## src/hdl/psd_pkg.sv

```systemverilog
// shared constants for the pixel shader dispatch control block
package psd_pkg;
   // dispatch sizes in subspans
   localparam logic [3:0] SPANS_8  = 4'h2;
   localparam logic [3:0] SPANS_16 = 4'h4;
   localparam logic [3:0] SPANS_32 = 4'h8;
   // selection thresholds on subspans remaining
   localparam logic [15:0] THR_32 = 16'h0007;
   localparam logic [15:0] THR_16 = 16'h0002;
   // kernel entry offsets, in 128-bit instruction units
   localparam logic [1:0] ENTRY_0 = 2'h0;
   localparam logic [1:0] ENTRY_1 = 2'h1;
   localparam logic [1:0] ENTRY_2 = 2'h2;
   // start address field positions
   localparam int IP_ENTRY_LO = 4;
   localparam int IP_ENTRY_HI = 5;
   localparam int KPTR_ALIGN  = 6;
   // header field positions
   localparam int DBG_BIT    = 31;
   localparam int CNT_W      = 24;
   localparam int SCR_LO     = 10;
   localparam int COLOR_LO   = 8;
   localparam int TAG_W      = 8;
   localparam int TBL_LO     = 5;
   localparam int MASK_W     = 16;
   // register map (byte addresses)
   localparam logic [7:0] A_CTRL    = 8'h00;
   localparam logic [7:0] A_KPTR    = 8'h04;
   localparam logic [7:0] A_SCRATCH = 8'h08;
   localparam logic [7:0] A_BIND    = 8'h0c;
   localparam logic [7:0] A_SAMP    = 8'h10;
   localparam logic [7:0] A_STATUS  = 8'h14;
   localparam logic [7:0] A_COUNT   = 8'h18;
   // control register fields
   localparam int C_EN8   = 0;
   localparam int C_EN16  = 1;
   localparam int C_EN32  = 2;
   localparam int C_GRF_LO = 8;
   localparam int C_GRF_W  = 5;
   localparam int C_COL_LO = 16;
   localparam logic [31:0] CTRL_RST = 32'h0000_0001;
   localparam logic [1:0] RESP_OK  = 2'h0;
   localparam logic [1:0] RESP_ERR = 2'h2;
   typedef enum logic [1:0] {SZ_8, SZ_16, SZ_32} psd_size_t;
endpackage

```

## src/hdl/psd_size_sel.sv

```systemverilog
// dispatch size selection and kernel entry choice
`timescale 1ns/100ps
module psd_size_sel (
   input  wire logic               en8,       // eight wide enable
   input  wire logic               en16,      // sixteen wide enable
   input  wire logic               en32,      // thirty-two wide enable
   input  wire logic [15:0]        remain,    // subspans remaining
   output psd_pkg::psd_size_t      size,      // chosen size
   output logic      [3:0]         spans,     // subspans taken
   output logic      [1:0]         entry      // kernel entry offset
);
   logic multi;
   // largest allowed grouping first
   always_comb begin
      if (en32 && remain > psd_pkg::THR_32) begin
         size  = psd_pkg::SZ_32;
         spans = psd_pkg::SPANS_32;
      end else if (en16 && (remain > psd_pkg::THR_16 || !en8)) begin
         size  = psd_pkg::SZ_16;
         spans = psd_pkg::SPANS_16;
      end else begin
         size  = psd_pkg::SZ_8;
         spans = psd_pkg::SPANS_8;
      end
   end
   // entry offset from enabled set and size, valid sets only
   always_comb begin
      multi = (32'(en8) + 32'(en16) + 32'(en32)) > 32'd1;
      entry = psd_pkg::ENTRY_0;
      if (multi) begin
         case (size)
            psd_pkg::SZ_8:  entry = psd_pkg::ENTRY_0;
            psd_pkg::SZ_32: entry = psd_pkg::ENTRY_1;
            psd_pkg::SZ_16: entry = psd_pkg::ENTRY_2;
            default:        entry = psd_pkg::ENTRY_0;
         endcase
      end
   end
endmodule

```

## src/hdl/psd_axil.sv

```systemverilog
// axi4-lite register slave for the dispatch control
`timescale 1ns/100ps
module psd_axil (
   input  wire logic        aclk,      // core clock
   input  wire logic        aresetn,   // sync reset, low active
   input  wire logic        ce,        // clock enable
   input  wire logic [7:0]  awaddr,    // write address
   input  wire logic        awvalid,   // write address valid
   output logic             awready,   // write address ready
   input  wire logic [31:0] wdata,     // write data
   input  wire logic [3:0]  wstrb,     // byte strobes
   input  wire logic        wvalid,    // write data valid
   output logic             wready,    // write data ready
   output logic [1:0]       bresp,     // write response
   output logic             bvalid,    // write response valid
   input  wire logic        bready,    // write response ready
   input  wire logic [7:0]  araddr,    // read address
   input  wire logic        arvalid,   // read address valid
   output logic             arready,   // read address ready
   output logic [31:0]      rdata,     // read data
   output logic [1:0]       rresp,     // read response
   output logic             rvalid,    // read valid
   input  wire logic        rready,    // read ready
   input  wire logic [31:0] status,    // block status
   input  wire logic [31:0] count,     // threads dispatched
   output logic [31:0]      ctrl_q,    // control
   output logic [31:0]      kptr_q,    // kernel pointer
   output logic [31:0]      scr_q,     // scratch pointer
   output logic [31:0]      bind_q,    // binding table pointer
   output logic [31:0]      samp_q     // sampler table pointer
);
   logic       aw_q, w_q;
   logic [7:0] wa_q;
   logic [31:0] wd_q;
   logic [3:0]  ws_q;
   logic        hit;
   // capture address and data in either order
   always_ff @(posedge aclk) begin
      if (!aresetn) begin
         aw_q <= 1'b0;
         w_q  <= 1'b0;
         wa_q <= 8'h00;
         wd_q <= 32'h0000_0000;
         ws_q <= 4'h0;
         bvalid <= 1'b0;
         bresp  <= psd_pkg::RESP_OK;
      end else if (ce) begin
         if (awvalid && awready) begin
            aw_q <= 1'b1;
            wa_q <= awaddr;
         end
         if (wvalid && wready) begin
            w_q  <= 1'b1;
            wd_q <= wdata;
            ws_q <= wstrb;
         end
         if (aw_q && w_q && !bvalid) begin
            aw_q   <= 1'b0;
            w_q    <= 1'b0;
            bvalid <= 1'b1;
            bresp  <= hit ? psd_pkg::RESP_OK : psd_pkg::RESP_ERR;
         end else if (bvalid && bready) begin
            bvalid <= 1'b0;
         end
      end
   end
   logic wr_go, aw_d, w_d, bv_d, rv_d;
   // next-cycle holding state, feeds the registered ready flags
   assign wr_go = aw_q && w_q && !bvalid;
   assign aw_d  = (aw_q && !wr_go) || (awvalid && awready);
   assign w_d   = (w_q && !wr_go) || (wvalid && wready);
   assign bv_d  = wr_go || (bvalid && !bready);
   assign rv_d  = (arvalid && arready) || (rvalid && !rready);
   // ready flags from flops, low while a word is held or answered
   always_ff @(posedge aclk) begin
      if (!aresetn) begin
         awready <= 1'b0;
         wready  <= 1'b0;
         arready <= 1'b0;
      end else if (ce) begin
         awready <= !aw_d && !bv_d;
         wready  <= !w_d && !bv_d;
         arready <= !rv_d;
      end
   end
   assign hit = (wa_q[7:2] <= psd_pkg::A_SAMP[7:2]);
   // register writes with byte strobes
   function automatic logic [31:0] merge(input logic [31:0] old);
      logic [31:0] r;
      r = old;
      for (int b = 0; b < 4; b++) begin
         if (ws_q[b]) r[b*8 +: 8] = wd_q[b*8 +: 8];
      end
      return r;
   endfunction
   always_ff @(posedge aclk) begin
      if (!aresetn) begin
         ctrl_q <= psd_pkg::CTRL_RST;
         kptr_q <= 32'h0000_0000;
         scr_q  <= 32'h0000_0000;
         bind_q <= 32'h0000_0000;
         samp_q <= 32'h0000_0000;
      end else if (ce && aw_q && w_q && !bvalid) begin
         case (wa_q[7:2])
            psd_pkg::A_CTRL[7:2]:    ctrl_q <= merge(ctrl_q);
            psd_pkg::A_KPTR[7:2]:    kptr_q <= merge(kptr_q);
            psd_pkg::A_SCRATCH[7:2]: scr_q  <= merge(scr_q);
            psd_pkg::A_BIND[7:2]:    bind_q <= merge(bind_q);
            psd_pkg::A_SAMP[7:2]:    samp_q <= merge(samp_q);
            default: ;
         endcase
      end
   end
   // reads answer one cycle after the address is taken
   always_ff @(posedge aclk) begin
      if (!aresetn) begin
         rvalid <= 1'b0;
         rdata  <= 32'h0000_0000;
         rresp  <= psd_pkg::RESP_OK;
      end else if (ce) begin
         if (arvalid && arready) begin
            rvalid <= 1'b1;
            rresp  <= psd_pkg::RESP_OK;
            case (araddr[7:2])
               psd_pkg::A_CTRL[7:2]:    rdata <= ctrl_q;
               psd_pkg::A_KPTR[7:2]:    rdata <= kptr_q;
               psd_pkg::A_SCRATCH[7:2]: rdata <= scr_q;
               psd_pkg::A_BIND[7:2]:    rdata <= bind_q;
               psd_pkg::A_SAMP[7:2]:    rdata <= samp_q;
               psd_pkg::A_STATUS[7:2]:  rdata <= status;
               psd_pkg::A_COUNT[7:2]:   rdata <= count;
               default: begin
                  rdata <= 32'h0000_0000;
                  rresp <= psd_pkg::RESP_ERR;
               end
            endcase
         end else if (rvalid && rready) begin
            rvalid <= 1'b0;
         end
      end
   end
endmodule

```

## src/hdl/psd_dispatch.sv

```systemverilog
// pixel windower thread dispatch: grouping, entry point, header words
//
// Implementation choices: the address map and the AXI4-Lite interface to the registers.
`timescale 1ns/100ps
module psd_dispatch #(
   parameter int SPAN_W = 16                 // width of subspan count
) (
   input  wire logic          aclk,          // core clock
   input  wire logic          aresetn,       // sync reset, low active
   input  wire logic          ce,            // clock enable
   // register bus
   input  wire logic [7:0]    s_awaddr,      // write address
   input  wire logic          s_awvalid,     // write address valid
   output logic               s_awready,     // write address ready
   input  wire logic [31:0]   s_wdata,       // write data
   input  wire logic [3:0]    s_wstrb,       // byte strobes
   input  wire logic          s_wvalid,      // write data valid
   output logic               s_wready,      // write data ready
   output logic [1:0]         s_bresp,       // write response
   output logic               s_bvalid,      // write response valid
   input  wire logic          s_bready,      // write response ready
   input  wire logic [7:0]    s_araddr,      // read address
   input  wire logic          s_arvalid,     // read address valid
   output logic               s_arready,     // read address ready
   output logic [31:0]        s_rdata,       // read data
   output logic [1:0]         s_rresp,       // read response
   output logic               s_rvalid,      // read valid
   input  wire logic          s_rready,      // read ready
   // object from rasterizer
   input  wire logic          obj_valid,     // new object offered
   output logic               obj_ready,     // object taken
   input  wire logic [SPAN_W-1:0] obj_spans, // subspans in object
   input  wire logic [15:0]   obj_mask,      // lit mask, first four subspans
   input  wire logic [23:0]   obj_prim_id,   // primitive id, carried in header word seven
   input  wire logic          obj_debug,     // debug match
   input  wire logic [7:0]    obj_tag,       // thread release tag
   // thread to execution units
   output logic               thr_valid,     // thread offered
   input  wire logic          thr_ready,     // thread taken
   output logic [31:0]        thr_ip,        // instruction start address
   output logic [1:0]         thr_size,      // 0:8 1:16 2:32 pixels
   output logic [5:0]         thr_grf_start, // attribute data start register
   output logic [31:0]        thr_w0,        // header word zero
   output logic [31:0]        thr_w3,        // header word three
   output logic [31:0]        thr_w4,        // header word four
   output logic [31:0]        thr_w5,        // header word five
   output logic [31:0]        thr_w6,        // header word six
   output logic [31:0]        thr_w7         // header word seven
);
   // refuse widths the subspan counter cannot serve
   if (SPAN_W < 5 || SPAN_W > 16) begin : g_bad_span_w
      $error("SPAN_W must be 5..16");
   end

   typedef enum logic [1:0] {ST_IDLE, ST_SEL, ST_SEND} psd_state_t;
   psd_state_t st_q;

   logic [31:0] ctrl_q, kptr_q, scr_q, bind_q, samp_q;
   logic [SPAN_W-1:0] remain_q;
   logic [15:0] mask_q;
   logic [23:0] prim_q, cnt_q;
   logic        dbg_q;
   logic [7:0]  tag_q;
   psd_pkg::psd_size_t sel_size;
   logic [3:0]  sel_spans;
   logic [1:0]  sel_entry;
   logic [15:0] remain16;
   logic [4:0]  grf_cfg;
   logic [31:0] status;

   assign remain16 = 16'(remain_q);
   assign grf_cfg  = ctrl_q[psd_pkg::C_GRF_LO +: psd_pkg::C_GRF_W];
   assign status   = {30'h0000_0000, st_q == ST_SEND, st_q != ST_IDLE};

   // register file
   psd_axil u_regs (
      .aclk    (aclk),
      .aresetn (aresetn),
      .ce      (ce),
      .awaddr  (s_awaddr),
      .awvalid (s_awvalid),
      .awready (s_awready),
      .wdata   (s_wdata),
      .wstrb   (s_wstrb),
      .wvalid  (s_wvalid),
      .wready  (s_wready),
      .bresp   (s_bresp),
      .bvalid  (s_bvalid),
      .bready  (s_bready),
      .araddr  (s_araddr),
      .arvalid (s_arvalid),
      .arready (s_arready),
      .rdata   (s_rdata),
      .rresp   (s_rresp),
      .rvalid  (s_rvalid),
      .rready  (s_rready),
      .status  (status),
      .count   ({8'h00, cnt_q}),
      .ctrl_q  (ctrl_q),
      .kptr_q  (kptr_q),
      .scr_q   (scr_q),
      .bind_q  (bind_q),
      .samp_q  (samp_q)
   );

   // size and entry selection on remaining subspans
   psd_size_sel u_sel (
      .en8    (ctrl_q[psd_pkg::C_EN8]),
      .en16   (ctrl_q[psd_pkg::C_EN16]),
      .en32   (ctrl_q[psd_pkg::C_EN32]),
      .remain (remain16),
      .size   (sel_size),
      .spans  (sel_spans),
      .entry  (sel_entry)
   );

   // object capture and dispatch sequencing
   always_ff @(posedge aclk) begin
      if (!aresetn) begin
         st_q      <= ST_IDLE;
         obj_ready <= 1'b0;
         remain_q  <= '0;
         mask_q    <= 16'h0000;
         prim_q    <= 24'h00_0000;
         dbg_q     <= 1'b0;
         tag_q     <= 8'h00;
         thr_valid <= 1'b0;
      end else if (ce) begin
         obj_ready <= 1'b0;
         case (st_q)
            ST_IDLE: begin
               if (obj_valid && !obj_ready) begin
                  obj_ready <= 1'b1;
                  remain_q  <= obj_spans;
                  mask_q    <= obj_mask;
                  prim_q    <= obj_prim_id;
                  dbg_q     <= obj_debug;
                  tag_q     <= obj_tag;
                  st_q      <= (obj_spans == '0) ? ST_IDLE : ST_SEL;
               end
            end
            ST_SEL: begin
               thr_valid <= 1'b1;
               st_q      <= ST_SEND;
            end
            ST_SEND: begin
               if (thr_ready) begin
                  thr_valid <= 1'b0;
                  // subspans are taken in arrival order, no spatial grouping
                  if (remain16 > 16'(sel_spans)) begin
                     remain_q <= remain_q - SPAN_W'(sel_spans);
                     mask_q   <= 16'h0000;
                     st_q     <= ST_SEL;
                  end else begin
                     remain_q <= '0;
                     st_q     <= ST_IDLE;
                  end
               end
            end
            default: st_q <= ST_IDLE;
         endcase
      end
   end

   // thread counter, one step per dispatched thread
   always_ff @(posedge aclk) begin
      if (!aresetn) begin
         cnt_q <= 24'h00_0000;
      end else if (ce && st_q == ST_SEND && thr_ready) begin
         cnt_q <= cnt_q + 24'h00_0001;
      end
   end

   // payload fields latched when a thread is offered
   always_ff @(posedge aclk) begin
      if (!aresetn) begin
         thr_ip        <= 32'h0000_0000;
         thr_size      <= 2'h0;
         thr_grf_start <= 6'h00;
         thr_w0        <= 32'h0000_0000;
         thr_w3        <= 32'h0000_0000;
         thr_w4        <= 32'h0000_0000;
         thr_w5        <= 32'h0000_0000;
         thr_w6        <= 32'h0000_0000;
         thr_w7        <= 32'h0000_0000;
      end else if (ce && st_q == ST_SEL) begin
         // base pointer 64-byte aligned, entry in bits 5:4
         thr_ip <= {kptr_q[31:psd_pkg::KPTR_ALIGN], 6'h00}
                   | {26'h000_0000, sel_entry, 4'h0};
         thr_size <= sel_size;
         thr_grf_start <= (sel_size == psd_pkg::SZ_32) ? {grf_cfg, 1'b0}
                                                       : {1'b0, grf_cfg};
         thr_w0 <= {mask_q, mask_q};
         thr_w3 <= {samp_q[31:psd_pkg::TBL_LO], 5'h00};
         thr_w4 <= {bind_q[31:psd_pkg::TBL_LO], 5'h00};
         thr_w5 <= {scr_q[31:psd_pkg::SCR_LO],
                    ctrl_q[psd_pkg::C_COL_LO +: 2], tag_q};
         thr_w6 <= {8'h00, cnt_q};
         thr_w7 <= {dbg_q, 7'h00, prim_q};
      end
   end
endmodule

```

## config.mk

```make
export PLATFORM = sky130hd
export DESIGN_NAME = psd_dispatch
export DESIGN_NICKNAME = d
export VERILOG_FILES = /design/src/hdl/psd_pkg.sv /design/src/hdl/psd_size_sel.sv /design/src/hdl/psd_axil.sv /design/src/hdl/psd_dispatch.sv
export SDC_FILE = /design/constraint.sdc
export NUM_CORES = 1
export LEC_CHECK = 0
export ABC_AREA = 1
export BUFFER_PORTS_ARGS = -buffer_cell sky130_fd_sc_hd__clkbuf_2
export CORE_UTILIZATION = 55
export CTS_CLUSTER_SIZE = 8
export DETAILED_ROUTE_END_ITERATION = 16
export GPL_TIMING_DRIVEN = 0
export HOLD_SLACK_MARGIN = 0.12
export PLACE_DENSITY_LB_ADDON = 0.2
export SYNTH_ARGS = -nofsm -noshare
export SYNTH_HDL_FRONTEND = slang
export SYNTH_SLANG_ARGS = --single-unit
```

## constraint.sdc

```tcl
create_clock -name aclk -period 3.4 [get_ports aclk]
set_clock_uncertainty 0.15 [all_clocks]
set_input_delay 0.34 -clock aclk [delete_from_list [all_inputs] [get_ports aclk]]
set_output_delay 0.34 -clock aclk [all_outputs]
set_load 0.01 [all_outputs]
```

* Yosys cells after proc, flatten, opt, wreduce, memory -nomap -nowiden
Cells that the tools add are included.
** Operators by class
- Add/sub/neg operators :: 4
- Multipliers :: 0
- Div/mod/pow operators :: 0
- Magnitude comparators :: 5
- Equal/unequal tests :: 17
- Shift operators :: 0
- Muxes and demuxes :: 35
- Bitwise operators :: 1
- Reductions and logical operators :: 82
** Operators by type and width (count)
- case mux 32 bit (7 select lines) :: 1
- 2-to-1 mux 16 bit :: 6
- AND reduction 3 bit :: 23
- case mux 16 bit (2 select lines) :: 2
- adder 32 x 1 -> 32 bit :: 1
- > comparator 32 x 1 -> 1 bit, second input constant :: 1
- bitwise OR 32 x 6 -> 32 bit :: 1
- adder 24 x 1 -> 24 bit, second input constant :: 1
- == test 6 x 2 -> 1 bit, second input constant :: 4
- == test 6 x 3 -> 1 bit, second input constant :: 4
- logical AND 1 bit :: 22
- > comparator 16 x 2 -> 1 bit, second input constant :: 1
- > comparator 16 x 3 -> 1 bit, second input constant :: 1
- > comparator 16 x 4 -> 1 bit :: 1
- zero test 16 bit :: 1
- AND reduction 2 bit :: 8
- subtractor 16 x 4 -> 16 bit :: 1
- 2-to-1 mux 1 bit :: 14
- nonzero test 2 bit :: 7
- == test 6 x 1 -> 1 bit, second input constant :: 2
- zero test 6 bit :: 2
- 2-to-1 mux 2 bit :: 6
- zero test 1 bit :: 10
- OR reduction 7 bit :: 1
- other kinds (15) :: 23
** Storage, ports and cells
- Register bits after elaboration :: 547
- Bits in latches :: 0
- Bits in writable memories :: 0
- Bits in read-only memories :: 0
- Bits of input ports :: 127
- Output and inout bits :: 275
- Logic and storage cells :: 195
- Memories kept :: 0

* Depth between registers and ports, before layout
- Depth in word-level cells :: 9
- Mapped depth :: 21
- Depth with buffers taken out :: 19

* By module
A second synthesis with hierarchy kept.
** Second synthesis, totals
- Cell total of the unflattened synthesis :: 3069
- Area, all modules :: 22313.9 sq um
** Modules (own cells, without submodules)
- psd_dispatch :: times used 1, cells an instance 1553, area each 11328.4 sq um, seq. area each 5605.4 sq um
- psd_axil :: times used 1, cells an instance 1480, area each 10802.9 sq um, seq. area each 4864.7 sq um
- psd_size_sel :: times used 1, cells an instance 36, area each 182.7 sq um, seq. area each 0.0 sq um

* Worst setup path before layout
OpenSTA, ideal clock, no wires.
- Path type :: reg-to-reg
- Start :: reg remain_q[8], in the netlist remain16[8]
- End :: reg mask_q[6]
- Setup time :: 0.113 ns
- Data arrival time :: 2.490 ns
- Data required time :: 3.137 ns
- Slack :: 0.648 ns
- Stages on the path, launching flop included :: 21
- Buffers on the path :: 1
- Period minus slack after synthesis :: 2.752 ns
- Cell sequence :: dfxtp_1 -> nor2_1 -> nand2_1 -> nor2_1 -> nand3_1 -> nand2_1 -> inv_1 -> nor2_1 -> inv_1 -> ha_1 -> nand3_1 -> nand2_1 -> nor2_2 -> nand2_1 -> nand3_2 -> nand2_4 -> nand2_4 -> buf_6 -> nand2_1 -> nand2_1 -> nor2_1
** On the way
- Longest elaborated chain between the ends :: 8
- Elaborated cells on any way between the ends :: 10
- Those cells by class :: 3 x order compare; 1 x eq/ne; 2 x mux; 4 x reduce/logical
** RTL lines
- start, declared :: RTL line psd_dispatch.sv:59 : logic [SPAN_W-1:0] remain_q;
- start signal, assigned :: RTL line psd_dispatch.sv:134 : remain_q <= obj_spans;
- start signal, assigned :: RTL line psd_dispatch.sv:151 : remain_q <= remain_q - SPAN_W'(sel_spans);
- > comparator 16 x 2 -> 1 bit :: RTL line psd_size_sel.sv:18 : end else if (en16 && (remain > psd_pkg::THR_16 || !en8)) begin
- logical OR 1 bit :: RTL line psd_size_sel.sv:18
- logical AND 1 bit :: RTL line psd_size_sel.sv:18
- 2-to-1 mux 3 bit :: RTL line psd_size_sel.sv:18
- 2-to-1 mux 4 bit :: RTL line psd_size_sel.sv:15 : if (en32 && remain > psd_pkg::THR_32) begin
- > comparator 16 x 4 -> 1 bit * :: RTL line psd_dispatch.sv:150 : if (remain16 > 16'(sel_spans)) begin
- != test 2 bit (no source line) *
- AND reduction 5 bit (no source line) *
- end signal, assigned :: RTL line psd_dispatch.sv:135 : mask_q <= obj_mask;
- end, declared :: RTL line psd_dispatch.sv:60 : logic [15:0] mask_q;
Mark *: on every way between the ends. The rest lies on a longest branch, timed or not.
A chain may end at the register's enable or synchronous reset.

==> qor.log <==
INFO  placed_design  placed_cells=3656
INFO  worst_setup_path critPathMostFrequentCell=sky130_fd_sc_hd__dlygate4sd3_1
INFO  layout         final_cell_count_no_fill=3863
INFO  logic_synthesis ys_ff_latch=523
INFO  timing         timing_worst_slew_pin_value=1.01ns
INFO  worst_hold_path hold_class=primary input to flop
INFO  timing         hold_violations=0
INFO  worst_setup_path reg2regPathDepth=19
INFO  placed_design  total_half_perimeter_wirelength_after_legalization_and_detailed_placement=60.0mm
INFO  pwr            power.ir.vdd_worst=0.366mV
INFO  timing         fmax=0.301GHz
INFO  drt            wl_met3=8.43mm
INFO  logic_synthesis distinct_cells_synth=44
INFO  pwr            power_leakage=11.6nW
INFO  timing         setup_violations=0
INFO  floorplanning  floorplan.initialDensity=55.7%
INFO  pwr            p_total=14.8mW
INFO  logic_synthesis synth-async-reset-ratio=0%
INFO  worst_setup_path critical_path.endpoint_type=flop
INFO  floorplanning  core_area=37500µm²
INFO  logic_synthesis synth_warnings=0
INFO  worst_hold_path worstHoldPathCells=9
INFO  timing         slew_viol_final=0
INFO  worst_setup_path timing.rr.end=mask_q[8]
INFO  layout         layout.filler_cells=3063
INFO  floorplanning  placement_rows=71
INFO  logic_synthesis synthCells=2751
INFO  timing         postLayoutSetupSlackWorst=0.0740ns
INFO  placed_design  dp_worst_setup_slack=-0.113ns
INFO  cts            clk_root_buffer_cell=sky130_fd_sc_hd__clkbuf_16
INFO  cts            ctsHtreeMaxLevel=3
INFO  global_routing antenna_found_initial=3
INFO  cts            clock_slew_at_reported_path_ffs=0.05ns
INFO  global_routing grt_usage=41.6%
INFO  worst_hold_path hold_path_startpoint=s_araddr[4]
INFO  worst_hold_path whs_endpoint=u_regs.rdata[0]
INFO  cts            insertion_delay=0.60ns
INFO  logic_synthesis synth.yosys.seq_area_share=50.1%
INFO  drt            ant_nets=0
INFO  layout         utilization=71.4%
INFO  cts            clock_sinks=523
INFO  timing         min_tclk_post_route=3.33ns
INFO  worst_setup_path worst-r2r-setup-slack=0.18ns
INFO  placed_design  io_buffers=364
INFO  drt            route.layer.met1.wl=32.3mm
INFO  logic_synthesis number_of_enable_type_register_cells_in_the_synthesized_netlist=0
INFO  layout         finish.net_count=3477
INFO  drt            avgRoutedWirePerCell=21.3µm
INFO  drt            remaining_drc_errors=0
INFO  global_routing grt_overflow=0
INFO  cts            number_of_buffers_created_by_cts=75
INFO  layout         area_growth_syn_to_layout=28.2%
INFO  drt            postRouteWirelength=82.3mm
INFO  worst_setup_path list_of_cells_traversed_by_the_critical_path=dlygate4sd3_1, buf_4, nand3_1, clkinv_1, clkbuf_1, a311oi_1, dlygate4sd3_1
INFO  timing         final.period_utilization=97.8%
INFO  job            max_cap_violations=0
INFO  drt            detailroute.via_count=22003
INFO  floorplanning  die_height=197µm
INFO  global_routing grt_pass1_wl=122mm
INFO  floorplanning  floorplan.die_area=38800µm²
INFO  worst_setup_path critPathMaxStageDelay=0.71ns
INFO  drt            route.detailed.vias_per_inst=5.70
INFO  layout         final_layout_size_suffix_gt1_share=18.2%
INFO  worst_setup_path signal_arrival_time_at_the_worst_endpoint=3.71ns
INFO  drt            drt-pass1-iter-count=9
INFO  worst_setup_path regToRegStartpoint=remain16[8]
INFO  drt            drt_iter0_markers=2056
INFO  global_routing first_global_vias=20801
INFO  pwr            p_per_area=551nW/µm²
INFO  floorplanning  io-pin-count=402
INFO  outcome        outcome=complete, no violations
INFO  timing         timing.max_slew.rel_slack=32.7%
INFO  logic_synthesis syn_avg_cell_area=7.59µm²
INFO  worst_setup_path worst_path_max_delay_cell=sky130_fd_sc_hd__nand3_1
INFO  global_routing grt_max_degree=11
INFO  cts            cts-root-to-sink-buffers=3
INFO  placed_design  gp_routability_congestion=0.993
INFO  worst_setup_path critical_path.max_fanout=10
INFO  worst_setup_path setup.worst_path.class=primary input to flop
INFO  cts            tritoncts_clock_tree=done
INFO  drt            wl_met2=37.8mm
INFO  logic_synthesis dominantRegCellSynth=sky130_fd_sc_hd__dfxtp_1
INFO  drt            route.top_layer_used=met5
INFO  worst_setup_path critPathRequiredTime=3.78ns
INFO  worst_setup_path setup.worst_path.start_class=primary input
INFO  logic_synthesis area_of_the_mapped_netlist=20900µm²
INFO  floorplanning  die_w=197µm
[synthesized netlist by cell type, types with 8 or more instances]
cell,n,share of area (%)
sky130_fd_sc_hd__o22ai_1,26,0.78
sky130_fd_sc_hd__dfxtp_1,523,50
sky130_fd_sc_hd__nor2_1,403,7.2
sky130_fd_sc_hd__nand3_1,56,1.3
sky130_fd_sc_hd__nor3_1,11,0.26
sky130_fd_sc_hd__nand4_1,33,0.99
sky130_fd_sc_hd__nor2_2,11,0.33
sky130_fd_sc_hd__nand2_1,258,4.6
sky130_fd_sc_hd__o21ai_1,9,0.22
sky130_fd_sc_hd__a21oi_1,409,9.8
sky130_fd_sc_hd__buf_2,46,1.1
sky130_fd_sc_hd__o21ai_0,468,11
sky130_fd_sc_hd__o211ai_1,8,0.29
sky130_fd_sc_hd__clkbuf_1,99,1.8
sky130_fd_sc_hd__inv_2,9,0.16
sky130_fd_sc_hd__buf_4,55,2.0
sky130_fd_sc_hd__inv_1,261,4.7
[where the power goes]
part | switching (mW) | leakage (nW) | internal [mW]
clock | 2.66 | 1.01 | 4.09
sequential | 0.168 | 4.24 | 6.37
combinational | 0.933 | 6.31 | 0.537
[layout by cell type, fill, tap and decap left out, types with 56 or more instances in the layout]
cell type / n
sky130_fd_sc_hd__clkbuf_2: 364
sky130_fd_sc_hd__nor2_1: 398
sky130_fd_sc_hd__clkbuf_16: 79
sky130_fd_sc_hd__o21ai_0: 468
sky130_fd_sc_hd__nand3_1: 56
sky130_fd_sc_hd__a21oi_1: 408
sky130_fd_sc_hd__nand2_1: 257
sky130_fd_sc_hd__clkbuf_1: 99
sky130_fd_sc_hd__dfxtp_1: 523
sky130_fd_sc_hd__inv_1: 260
sky130_fd_sc_hd__dlygate4sd3_1: 122
[cell families after synthesis]
| logic type | after synthesis | share of synthesized area (%) |
|---|---|---|
| buffers and inverters | 478 | 9.94 |
| flip-flops | 523 | 50.1 |
| XOR/XNOR | 8 | 0.335 |
| other | 1 | 0.0180 |
| AND/OR/NAND/NOR | 803 | 16.4 |
| adder cells (fa/ha/maj) | 6 | 0.395 |
| AO/OA/AOI/OAI | 932 | 22.8 |
[stage by stage]
stage | hold WS (ns) | setup TNS (ns) | cell area, µm²
floorplan | 0.274 | 0 | 21000
global placement | 0.284 | -0.227 | 23500
detailed placement | 0.289 | -0.936 | 23500
CTS | 0.244 | 0 | 26700
global route | 0.305 | -0.0493 | 26800
finish | 0.264 | 0 | 26800
[flip-flops by register name, summed over array words and instances (netlist names), 8 cells and up]
register / cells
cnt_q: 24
mask_q: 16
prim_q: 24
remain16: 16
tag_q: 8
thr_ip: 28
thr_w0: 16
thr_w3: 27
thr_w4: 27
thr_w5: 32
thr_w6: 24
thr_w7: 25
u_regs.bind_q: 32
u_regs.ctrl_q: 32
u_regs.kptr_q: 32
u_regs.rdata: 32
u_regs.samp_q: 32
u_regs.scr_q: 32
u_regs.wd_q: 32
[critical path, delay by kind of cell]
kind | cells | cell delay [ns]
compound gates | 1 | 0.37
simple gates | 1 | 0.71
buf+inv | 5 | 2.28
[layout make-up]
type	instances	area [µm²]	area share, %
Sequential cell	523	10500	39.1
Multi-Input combinational cell	1780	8500	31.7
Timing Repair Buffer	486	3040	11.4
Clock buffer	80	1990	7.43
Buffer	206	1050	3.94
Inverter	272	1030	3.84
Tap cell	511	639	2.39
Clock inverter	4	57.6	0.215
Antenna cell	1	2.50	0.00934
[per-layer routing]
layer  track usage (%)  vias up
met5                 0        -
met3              10.0      200
met1              52.1    10415
met4              19.6        4
met2              67.5     1230
li1                  -    10154
[how the worst max path moves through the flow]
stage                      startpoint             end  slack (ns)  depth (start not counted)
after floorplan           remain16[8]       mask_q[6]        0.65                         20
after global placement    remain16[8]       mask_q[5]       -0.03                         19
after detailed placement  remain16[8]       mask_q[8]       -0.11                         19
after CTS                 remain16[8]       mask_q[8]        0.03                         17
after global routing      remain16[8]       mask_q[8]       -0.02                         19
final                              ce  u_regs.arready        0.07                          7
[repair_timing]
item / CTS / global route
endpoints found under the hold margin: 116 / 0
resized for setup: 2 / 11
gates cloned: 0 / 0
endpoints found under the setup margin: 17 / 27
hold buffers: 122 / 0
buffers inserted: 0 / 0
Power figures use the tool's default switching activity.
